**config.mk**
```make
export PLATFORM = sky130hd
export DESIGN_NAME = eswi_core
export DESIGN_NICKNAME = d
export VERILOG_FILES = /design/src/rtl/eswi_pkg.sv /design/src/rtl/eswi_core.sv /design/src/rtl/eswi_delay_timer.sv
export SDC_FILE = /design/constraint.sdc
export NUM_CORES = 1
export LEC_CHECK = 0
export ABC_AREA = 1
export BUFFER_PORTS_ARGS = -buffer_cell sky130_fd_sc_hd__buf_2
export CELL_PAD_IN_SITES_DETAIL_PLACEMENT = 1
export CELL_PAD_IN_SITES_GLOBAL_PLACEMENT = 1
export CORE_UTILIZATION = 35
export CTS_CLUSTER_SIZE = 30
export DETAILED_ROUTE_END_ITERATION = 16
export PLACE_DENSITY_LB_ADDON = 0.1
export SLEW_MARGIN = 10
export SYNTH_ARGS = -nofsm -noshare
export SYNTH_HDL_FRONTEND = slang
export SYNTH_SLANG_ARGS = --single-unit
```
**constraint.sdc**
```tcl
create_clock -name clk_sys -period 1.38 [get_ports clk_sys]
set_input_delay 0.207 -clock clk_sys [delete_from_list [all_inputs] [get_ports clk_sys]]
set_output_delay 0.207 -clock clk_sys [all_outputs]
set_load 0.01 [all_outputs]
```
**src/rtl/eswi_pkg.sv**
```systemverilog
// eswi_pkg: register map, field positions, timing and carrier types
// for the event status and wake signalling unit.
// assumes one 100 MHz system clock and a byte-wide register port.
package eswi_pkg;

  // clock and timing
  localparam int CLK_PERIOD_NS      = 10;
  // bus silence timeout, plain default in ns
  localparam int SILENCE_TIMEOUT_NS = 1000000;
  localparam int SILENCE_CYCLES     = SILENCE_TIMEOUT_NS / CLK_PERIOD_NS;
  localparam int SILENCE_W          = 17;
  // re-alert delay in clock cycles, plain default
  localparam int REALERT_CYCLES     = 50;
  localparam int REALERT_W          = 12;

  // register offsets
  localparam logic [7:0] ADDR_GLOBAL = 8'h60;
  localparam logic [7:0] ADDR_SYS    = 8'h61;
  localparam logic [7:0] ADDR_TRX    = 8'h63;
  localparam logic [7:0] ADDR_WAKE   = 8'h64;

  // global summary bits
  localparam int GLB_SYS  = 0;
  localparam int GLB_TRX  = 2;
  localparam int GLB_WAKE = 3;
  // system flag bits
  localparam int SYS_SFAIL = 1;
  localparam int SYS_HOT   = 2;
  localparam int SYS_PWRON = 4;
  // transceiver flag bits
  localparam int TRX_WAKE  = 0;
  localparam int TRX_FAIL  = 1;
  localparam int TRX_QUIET = 4;
  localparam int TRX_PNFD  = 5;
  // wake pin flag bits
  localparam int WAK_FALL = 0;
  localparam int WAK_RISE = 1;

  // writable masks and reset values
  localparam logic [7:0] SYS_MASK   = 8'h16;
  localparam logic [7:0] TRX_MASK   = 8'h33;
  localparam logic [7:0] WAKE_MASK  = 8'h03;
  localparam logic [7:0] FLAGS_RST  = 8'h00;

  // mode command code and transceiver mode control code
  localparam logic [2:0] CMD_SLEEP  = 3'h1;
  localparam logic [1:0] TMC_ACTIVE = 2'h1;

  // event pulses from neighbouring logic on clk_sys
  typedef struct packed {
    logic powerOnExit;
    logic overtempWarn;
    logic serialFail;
    logic pnFrameError;
    logic canWakeup;
    logic txdClamped;
    logic vccUnder;
    logic underSleep;
  } eswi_evt_type;

  // capture enables
  typedef struct packed {
    logic overtempEn;
    logic serialFailEn;
    logic silenceEn;
    logic canFailEn;
    logic canWakeEn;
    logic wakeRiseEn;
    logic wakeFallEn;
  } eswi_en_type;

  // current device mode
  typedef struct packed {
    logic       modeNormal;
    logic       modeStandby;
    logic       modeSleep;
    logic       canOffline;
    logic       canActive;
    logic [1:0] transceiver_mode_control;
  } eswi_mode_type;

endpackage

```
**src/rtl/eswi_core.sv**
```systemverilog
// eswi_core: event flags, global summary, receive pin alert with
// re-alert delay, bus silence detection and go-to-sleep protection.
// assumes events, enables, mode and register port are on clk_sys;
// the wake pin and bus level come from pins and are synchronised.
`timescale 1ns/10ps
module eswi_core
  import eswi_pkg::*;
#(
  parameter int REALERT_DELAY  = REALERT_CYCLES,
  parameter int SILENCE_PERIOD = SILENCE_CYCLES
) (
  // clock and reset
  input  wire logic          clk_sys,
  input  wire logic          nrst,
  // serial register port
  input  wire logic [7:0]    regAddr,
  input  wire logic          regWrEn,
  input  wire logic [7:0]    regWrData,
  input  wire logic          regRdEn,
  output logic [7:0]         regRdData,
  // events, enables and mode
  input  wire eswi_evt_type  events,
  input  wire eswi_en_type   enables,
  input  wire eswi_mode_type mode,
  // mode command
  input  wire logic          modeCmdValid,
  input  wire logic [2:0]    mode_command_field,
  output logic               sleepEnter,
  output logic               standbyEnter,
  output logic               wakeToStandby,
  // pins
  input  wire logic          wakePin,
  input  wire logic          busLevel,
  output logic               rxdHigh,
  output logic               inhibit_output
);

  logic [7:0] sysFlags_reg, sysFlags_next;
  logic [7:0] trxFlags_reg, trxFlags_next;
  logic [7:0] wakeFlags_reg, wakeFlags_next;
  logic [7:0] rdData_reg, rdData_next;
  logic       rxdHigh_reg, rxdHigh_next;
  logic       inhibit_reg, inhibit_next;
  logic       sleep_reg, sleep_next;
  logic       standby_reg, standby_next;
  logic       wake_reg, wake_next;
  logic [2:0] wakeSync_reg, wakeSync_next;
  logic [2:0] busSync_reg, busSync_next;
  logic       silStarted_reg, silStarted_next;
  logic [7:0] sysSet, trxSet, wakeSet;
  logic [7:0] globalNow;
  logic       clearWrite, anyPending, alertArea, sleepCmd, safeSleep;
  logic       rearmRunning, rearmExpire;
  logic       silRunning, silExpire, busActivity;
  logic       wakeRiseEdge, wakeFallEdge;

  // true when a write lands on a flag register with a clearing one
  function automatic logic clears(input logic [7:0] a,
                                  input logic [7:0] d);
    return (a == ADDR_SYS  && |(d & SYS_MASK)) ||
           (a == ADDR_TRX  && |(d & TRX_MASK)) ||
           (a == ADDR_WAKE && |(d & WAKE_MASK));
  endfunction

  // pin synchronisers: stage 0 feeds only stage 1
  always_comb begin
    wakeSync_next = {wakeSync_reg[1:0], wakePin};
    busSync_next  = {busSync_reg[1:0], busLevel};
  end
  assign wakeRiseEdge = wakeSync_reg[1] & ~wakeSync_reg[2];
  assign wakeFallEdge = ~wakeSync_reg[1] & wakeSync_reg[2];
  assign busActivity  = busSync_reg[1] ^ busSync_reg[2];

  // silence timer restarts on every bus edge and once after reset
  assign silStarted_next = 1'b1;
  eswi_delay_timer #(
    .WIDTH (SILENCE_W),
    .LOAD  (SILENCE_W'(SILENCE_PERIOD))
  ) u_silence (
    .clk_sys (clk_sys),
    .nrst    (nrst),
    .start   (busActivity | ~silStarted_reg),
    .running (silRunning),
    .expire  (silExpire)
  );

  // re-alert delay timer, restarted by each clearing write
  assign clearWrite = regWrEn && clears(regAddr, regWrData);
  eswi_delay_timer #(
    .WIDTH (REALERT_W),
    .LOAD  (REALERT_W'(REALERT_DELAY))
  ) u_realert (
    .clk_sys (clk_sys),
    .nrst    (nrst),
    .start   (clearWrite),
    .running (rearmRunning),
    .expire  (rearmExpire)
  );

  // event sets, gated by capture enables except power-on and PN frame error, which are always captured
  always_comb begin
    sysSet  = '0;
    trxSet  = '0;
    wakeSet = '0;
    sysSet[SYS_PWRON]  = events.powerOnExit;
    sysSet[SYS_HOT]    = events.overtempWarn & enables.overtempEn
                         & mode.modeNormal;
    sysSet[SYS_SFAIL]  = events.serialFail & enables.serialFailEn;
    trxSet[TRX_PNFD]   = events.pnFrameError;
    trxSet[TRX_QUIET]  = silExpire & enables.silenceEn;
    trxSet[TRX_FAIL]   = enables.canFailEn & mode.modeNormal
                         & mode.canActive & (events.txdClamped
                         | (events.vccUnder
                         & mode.transceiver_mode_control == TMC_ACTIVE));
    trxSet[TRX_WAKE]   = events.canWakeup & enables.canWakeEn;
    wakeSet[WAK_RISE]  = wakeRiseEdge & enables.wakeRiseEn;
    wakeSet[WAK_FALL]  = wakeFallEdge & enables.wakeFallEn;
  end

  // write-one-to-clear flags, a set in the same cycle wins
  always_comb begin
    sysFlags_next  = sysFlags_reg;
    trxFlags_next  = trxFlags_reg;
    wakeFlags_next = wakeFlags_reg;
    if (regWrEn && regAddr == ADDR_SYS) begin
      sysFlags_next = sysFlags_reg & ~(regWrData & SYS_MASK);
    end
    if (regWrEn && regAddr == ADDR_TRX) begin
      trxFlags_next = trxFlags_reg & ~(regWrData & TRX_MASK);
    end
    if (regWrEn && regAddr == ADDR_WAKE) begin
      wakeFlags_next = wakeFlags_reg & ~(regWrData & WAKE_MASK);
    end
    if (events.underSleep) begin
      sysFlags_next[SYS_PWRON] = 1'b0;
    end
    sysFlags_next  = (sysFlags_next | sysSet) & SYS_MASK;
    trxFlags_next  = (trxFlags_next | trxSet) & TRX_MASK;
    wakeFlags_next = (wakeFlags_next | wakeSet) & WAKE_MASK;
  end

  // global summary of the three groups
  always_comb begin
    globalNow           = '0;
    globalNow[GLB_WAKE] = |wakeFlags_reg;
    globalNow[GLB_TRX]  = |trxFlags_reg;
    globalNow[GLB_SYS]  = |sysFlags_reg;
  end
  assign anyPending = |globalNow;

  // read mux; reading has no side effect on the flags
  always_comb begin
    rdData_next = rdData_reg;
    if (regRdEn) begin
      case (regAddr)
        ADDR_GLOBAL: rdData_next = globalNow;
        ADDR_SYS:    rdData_next = sysFlags_reg;
        ADDR_TRX:    rdData_next = trxFlags_reg;
        ADDR_WAKE:   rdData_next = wakeFlags_reg;
        default:     rdData_next = '0;
      endcase
    end
  end

  // receive pin alert, held off by a clear and the running timer
  assign alertArea = mode.canOffline | mode.modeStandby;
  always_comb begin
    rxdHigh_next = 1'b1;
    if (alertArea && anyPending && !rearmRunning && !clearWrite) begin
      rxdHigh_next = 1'b0;
    end
  end

  // sleep protection and wake from sleep
  assign sleepCmd  = modeCmdValid && mode_command_field == CMD_SLEEP;
  assign safeSleep = (enables.canWakeEn | enables.wakeRiseEn
                      | enables.wakeFallEn) & ~anyPending;
  always_comb begin
    sleep_next   = sleepCmd & safeSleep;
    standby_next = sleepCmd & ~safeSleep;
    wake_next    = mode.modeSleep
                   & |(sysSet & ~(8'h1 << SYS_SFAIL) | trxSet | wakeSet);
    inhibit_next = inhibit_reg;
    if (sleep_next) begin
      inhibit_next = 1'b0;
    end
    if (wake_next) begin
      inhibit_next = 1'b1;
    end
  end

  // all state registers
  always_ff @(posedge clk_sys) begin
    if (!nrst) begin
      sysFlags_reg   <= FLAGS_RST;
      trxFlags_reg   <= FLAGS_RST;
      wakeFlags_reg  <= FLAGS_RST;
      rdData_reg     <= '0;
      rxdHigh_reg    <= 1'b1;
      inhibit_reg    <= 1'b1;
      sleep_reg      <= 1'b0;
      standby_reg    <= 1'b0;
      wake_reg       <= 1'b0;
      wakeSync_reg   <= '0;
      busSync_reg    <= '0;
      silStarted_reg <= 1'b0;
    end else begin
      sysFlags_reg   <= sysFlags_next;
      trxFlags_reg   <= trxFlags_next;
      wakeFlags_reg  <= wakeFlags_next;
      rdData_reg     <= rdData_next;
      rxdHigh_reg    <= rxdHigh_next;
      inhibit_reg    <= inhibit_next;
      sleep_reg      <= sleep_next;
      standby_reg    <= standby_next;
      wake_reg       <= wake_next;
      wakeSync_reg   <= wakeSync_next;
      busSync_reg    <= busSync_next;
      silStarted_reg <= silStarted_next;
    end
  end

  // outputs straight from flip-flops
  assign regRdData      = rdData_reg;
  assign rxdHigh        = rxdHigh_reg;
  assign inhibit_output = inhibit_reg;
  assign sleepEnter     = sleep_reg;
  assign standbyEnter   = standby_reg;
  assign wakeToStandby  = wake_reg;
endmodule

```
**src/rtl/eswi_delay_timer.sv**
```systemverilog
// eswi_delay_timer: loadable down counter with running level and
// one-cycle expiry pulse.
// assumes start comes from logic on clk_sys.
`timescale 1ns/10ps
module eswi_delay_timer #(
  parameter int         WIDTH = 12,
  parameter logic [WIDTH-1:0] LOAD = WIDTH'(1)
) (
  // clock and reset
  input  wire logic clk_sys,
  input  wire logic nrst,
  // control
  input  wire logic start,
  // status
  output logic      running,
  output logic      expire
);

  logic [WIDTH-1:0] count_reg;
  logic [WIDTH-1:0] count_next;
  logic             run_reg;
  logic             run_next;
  logic             exp_reg;
  logic             exp_next;

  // restart on start, count down while running
  always_comb begin
    count_next = count_reg;
    run_next   = run_reg;
    exp_next   = 1'b0;
    if (start) begin
      count_next = LOAD;
      run_next   = 1'b1;
    end else if (run_reg) begin
      if (count_reg <= WIDTH'(1)) begin
        run_next = 1'b0;
        exp_next = 1'b1;
      end else begin
        count_next = count_reg - WIDTH'(1);
      end
    end
  end

  // state registers
  always_ff @(posedge clk_sys) begin
    if (!nrst) begin
      count_reg <= '0;
      run_reg   <= 1'b0;
      exp_reg   <= 1'b0;
    end else begin
      count_reg <= count_next;
      run_reg   <= run_next;
      exp_reg   <= exp_next;
    end
  end

  assign running = run_reg;
  assign expire  = exp_reg;

endmodule

```
==> metrics, run 1 <==
status finished with violations; failing checks negative setup slack; Pre-Repair DR Iteration Count 4; Final min period 1530 ps; CP endpoint kind register; Layout area overhead 49.7%; critical path launch point u_silence.count_reg[1]$_SDFFE_PP0P_; skew final between 15 and 20 ps; routed vias 3557; Routed Wire Length 10800 um; Final GP Congestion around 0.83; fillcell total 1133; Ys Warns 0; Finished Core Util 0.542; Iteration-0 DRC Markers 50; post-synth top area share 0.374; number of flops mapped to enable cells by yosys 0; Sequential cell area 1190 um2; CP Data Required Time between 1500 and 2000 ps; part of the cycle the worst path needs 1.11; Via-to-Cell Ratio 4.91; flops & latches, synth between 50 and 60; number of antenna violations at the first check in global routing 0; TritonCTS clock tree built; f_max 655 MHz; top cell type by total area after synthesis dfxtp_1; DP HPWL 7650 um; synthesized cell area 3160 um2; multi-input logic area slightly above 2000 um2; GRT met1 Usage 0.249; Initial Util 0.362; largest net degree at the start of global routing 21; Pwr Total 4.34 mW; Slew Viols, Final 0; die area 9410 um2; layout cells sized above 1 0.420; Top Ports 61; Core Area 8720 um2; Remaining DRCs 0; first-pass GRT wire length approximately 18000 um; Top Usage Layer GRT met2; Tightest Hold Check Type in -> reg; vias in the first global route 3840; hold path startpoint busLevel; Chip Width 97.0 um; RR Startpoint u_silence.count_reg[1]$_SDFFE_PP0P_; Avg Cell Area, Syn 6.61 um2; Post-Synthesis Cells 478; gr ovfl total 0; Setup WS post-layout -146 ps; clock tree buffer depth 2; Lkg Pwr around 2.3 nW; GRT Total Usage 0.232; top cells by area, synth dfxtp_1, nand2_1, nor2_1, inv_1, a21oi_1; clock sinks 59; endpoints failing setup 30; Fin. Hold Viols 0; Reg2Reg Setup Slack -150 ps; Synth top cells by count nand2_1, nor2_1, dfxtp_1; Port Buffers 55; Max-cap violations 0; count leader, synth nand2_1; RSZ-0062 raised after global routing yes; number of flip-flops in the largest register 17; Site Rows 34; Routed wire per std cell 14.9 um; crit path launch type register; asr flop ratio synth 0; TritonCTS Buffers 9; VDD IR max 556 uV; Antenna Cells 0; worst skew pair latency between 300 and 400 ps; Root Driver clkbuf_8; CTS Hold Bufs 0; met2 global-route usage 0.451; Final ANT Viol Nets 0; Top FF cell, synth dfxtp_1; PD cells 919 nW/um2; WP data arrival 1790 ps; Critical Path Fanout Max 7; Clk pin slew, worst setup/hold paths 60 ps; H-tree levels 3; Seq/Total Area, Yosys 0.374; fin nets 664; met3 Track Usage GR 0.0455; Die Height a little under 100 um; Yosys cell types 33; Setup Crit Path Kind reg -> reg
[layout by cell type, fill, tap and decap left out, types with 14 or more instances in the layout]
cell / n
nand2_1: 117
nand3_1: 31
nand2_2: 17
a21oi_2: 14
dfxtp_1: 52
a21oi_1: 23
nor2_2: 22
buf_4: 70
inv_1: 46
nor2_1: 45
buf_2: 55
[critical path, stage by stage (launching register included)]
cell      delay (ps)
dfxtp_2          340
inv_2             50
ha_4             140
inv_1             40
nor2_1            30
nand2_1          100
nor2_4            50
nand2_4           70
nand3_4          120
buf_12           180
inv_8             80
nand3b_1         110
a21oi_2          130
[power breakdown]
| part | leakage (nW) | switching, mW | total [mW] | internal, mW |
|---|---|---|---|---|
| clock network | 0.0953 | 0.719 | 1.50 | 0.785 |
| logic | 1.73 | 0.556 | 1.02 | 0.461 |
| registers | 0.486 | 0.0590 | 1.82 | 1.76 |
[worst paths after layout]
kind,end,cells past startpoint
worst max-delay path,u_silence.count_reg[8]$_SDFFE_PP0P_,12
worst max register to register,u_silence.count_reg[8]$_SDFFE_PP0P_,12
worst min register to register,busSync_reg[1]$_SDFF_PN0_,2
worst min-delay path,busSync_reg[0]$_SDFF_PN0_,3
[cell families after synthesis]
| family | synth area share |
|---|---|
| AOI/OAI and AO/OA | 0.0923 |
| DFF | 0.374 |
| buffers and inverters | 0.0931 |
| other | 0.00119 |
| adders and majority gates | 0.0158 |
| and+or+nand+nor | 0.390 |
| xor gates and xnor gates | 0.0333 |
[area by class of cell]
cell class / count / area share
tap: 108 / 0.0286
sequential: 59 / 0.253
timing repair buffer: 133 / 0.198
timing repair inverter: 2 / 0.00476
clock buffer: 13 / 0.0357
multi-input combinational: 353 / 0.431
inverter: 54 / 0.0471
clock inverter: 2 / 0.00212
[stage by stage]
stage	worst slack, ps	cell area (um2)	TNS (ps)	hold WS [ps]	cells
2_1_floorplan	8.24	3170	0	235	479
3_3_place_gp	-118	4030	-1670	391	699
3_5_place_dp	-187	4030	-3560	398	699
4_1_cts	-104	4530	-1580	45.0	721
5_1_grt	-233	4730	-4790	56.0	724
6_report	-146	4730	-2080	51.3	724
[routing by layer]
metal  vias up  part of all wire  wire [um]
li1       1775                 -          -
met1      1697              0.40       4360
met2        69              0.54       5840
met3        16             0.036        390
met4         0             0.018        196
met5         -                 0          0
[timing repair]
item | 4_1_cts | 5_1_grt
resized for setup | 78 | 49
buffers inserted | 5 | 2
setup endpoints to repair | 35 | 33
pin swaps | 25 | 18
hold endpoints to repair | 0 | 0
gates cloned | 2 | 1
(Power assumes the default switching activity.)
==> run 2: changes to the inputs <==
Settings changed: SYNTH_HIERARCHICAL from default to 1.
==> run 2 against run 1 <==
The run still ends with negative setup slack left. Via count is 3.8% higher. Clock power hardly changed. Die area grew 5.9%. Synthesized cell count is 4.8% higher. Fmax barely moved. First-iteration DRC count increased by 62%. Wire length up 3.4%. Combinational power decreased by 5%. Total power decreased by 0.60%. Cell count increased by 6.9%. Flip-flop and latch count did not move.
==> metrics, run 2 <==
status finished with violations; failing checks negative setup slack; Critical Path Fanout Max 6 (-1); pre-CTS setup slack -252 ps (-64.6 ps); TritonCTS clock tree built; hold path depth 3 (unchanged); clock tree buffer depth 2 (unchanged); gr ovfl total 0 (unchanged); layout cells sized above 1 0.417 (-0.00340); Post-Synthesis Cells 501 (+4.8%); Port Buffers 55 (unchanged); number of antenna violations at the first check in global routing 0 (unchanged); Fin. Hold Viols 0 (unchanged); f_max 656 MHz (about the same); Lkg Pwr 2.38 nW (+3.0%); Iteration-0 DRC Markers 81 (+62%); design area 4860 um2 (+2.9%); VDD IR max 662 uV (+19%); Pwr Total 4.32 mW (-0.60%); Routed Wire Length 11200 um (+3.4%); CP Depth 13 (+1); vias in the first global route 3733 (-2.8%); Root Driver clkbuf_8; Setup WS post-layout -144 ps (+1.38 ps); GRT Total Usage 0.220 (-0.0119); Avg Cell Area, Syn 6.68 um2 (+1.2%); worst skew pair latency 350 ps (about the same); Max-cap violations 0 (unchanged); Setup Crit Path Kind reg -> reg; fillcell total 1221 (+7.8%); Top Ports 61 (unchanged); commonest non-fill, non-tap cells in the layout nand2_1, buf_4, buf_2, inv_1, dfxtp_1; first-pass GRT wire length 17100 um (-2.2%); Pre-Repair DR Iteration Count 4 (unchanged); Clk pin slew, worst setup/hold paths 80 ps (+20 ps); Tightest Hold Check Type in -> reg; post-place instance area 4240 um2 (+5.2%); commonest non-fill, non-tap cell in the layout nand2_1; critical path launch point u_silence/count_reg[1]$_SDFFE_PP0P_; Layout area overhead 45.3%; Ys Warns 6 (+6); H-tree levels 3 (unchanged); WP data arrival 1810 ps (+20 ps); crit path launch type register; die area 9960 um2 (+5.9%); routed vias 3691 (+3.8%); Final min period 1520 ps (-1.38 ps); DP HPWL 7820 um (+2.2%); synthesized cell area 3350 um2 (+6.0%); FF-to-FF path depth 13 (+1); hold path startpoint wakePin; crit path cell chain inv_2 > ha_4 > inv_2 > nor2_2 > nand2_1 > nor2_2 > nand2_2 > nand3_4 > buf_6 > clkinv_8 > nand2_4 > nand2_4 > a21oi_2; Final GP Congestion 0.790 (-4.5%); fin nets 692 (+4.2%); Site Rows 35 (+2.9%); TritonCTS Buffers 9 (unchanged); RSZ-0062 raised after global routing yes; Reg2Reg Setup Slack -140 ps (about the same); slowest cell delay on critical path 340 ps (about the same); Antenna Cells 0 (unchanged); RR Startpoint u_silence/count_reg[1]$_SDFFE_PP0P_; skew final 5.58 ps (-10.3 ps); number of flip-flops in the largest register 17 (unchanged); Initial Util 0.362 (about the same); Core Area 9240 um2 (+6.0%); Via-to-Cell Ratio 4.77 (-2.9%); endpoints failing setup 26 (-13%); slowest CP cell dfxtp_2; CP Data Required Time 1670 ps (+20 ps); clock sinks 59 (unchanged); Final ANT Viol Nets 0 (unchanged); CP delay by family, top simple AND/OR/NAND/NOR gates; Slew Viols, Final 0 (unchanged); setup TNS -1920 ps (+159 ps); Remaining DRCs 0 (unchanged); Routed wire per std cell 14.4 um (-3.3%); Chip Width 99.8 um (+2.9%); PD cells 888 nW/um2 (-3.4%); Die Height 99.8 um (+2.9%); Worst Path Buf+Inv 4 (unchanged); part of the cycle the worst path needs 1.10 (about the same); CP endpoint kind register; CTS Hold Bufs 0 (unchanged); largest net degree at the start of global routing 14 (-33%)
run 2: cell types whose count changed in the layout (fill, tap and decap cells not counted), moves of 4 or more:
cell	previous run	this run
inv_1	46	52
nand2_2	17	12
buf_4	70	76
nand3_1	31	45
nand2_1	117	129
nor2_1	45	41
buf_6	3	8
run 2: layer usage:
| layer | track usage | share of wire | up-vias |
|---|---|---|---|
| met4 | 0.0871 | 0.013 | 0 |
| li1 | - | - | 1854 |
| met2 | 0.395 | 0.53 | 47 |
| met1 | 0.261 | 0.43 | 1778 |
| met5 | 0 | 0 | - |
| met3 | 0.0355 | 0.026 | 12 |
run 2: tightest hold or removal path, delay by kind of cell:
family | cells | cell delay (ps)
AND/OR/NAND/NOR | 1 | 40
buffers and inverters | 2 | 110
run 2: final timing paths:
kind,endpoint
worst min-delay path,wakeSync_reg[0]$_SDFF_PN0_
worst min register to register,busSync_reg[1]$_SDFF_PN0_
worst max register to register,u_silence/count_reg[6]$_SDFFE_PP0P_
worst max-delay path,u_silence/count_reg[6]$_SDFFE_PP0P_
run 2: final cells by class:
type                       count  area [um2]  area share
clock buffer                   9         124      0.0255
multi-input combinational    368        2120       0.437
inverter                      62         253      0.0520
sequential                    59        1200       0.246
timing repair buffer         139         936       0.192
timing repair inverter         1        8.76     0.00180
clock inverter                 7        58.8      0.0121
tap                          129         161      0.0332
run 2: report_power, final:
| group | leakage [nW] | total (mW) | switching, mW | internal, mW |
|---|---|---|---|---|
| Combinational | 1.81 | 0.969 | 0.541 | 0.427 |
| Clock | 0.0868 | 1.52 | 0.849 | 0.676 |
| Sequential | 0.487 | 1.82 | 0.0616 | 1.76 |
run 2: through the flow:
stage,hold slack (ps),utilization,std cells
floorplan,235,-,502
global placement,389,0.458,745
detailed placement,397,0.458,745
CTS,23.3,0.495,768
global route,23.2,0.526,774
finish,36.9,0.526,774
run 2: what timing repair did:
item / 4_1_cts / 5_1_grt
gates cloned: 1 / 0
resized for setup: 37 / 71
setup endpoints to repair: 30 / 31
setup buffers: 6 / 6
pin swaps: 12 / 28
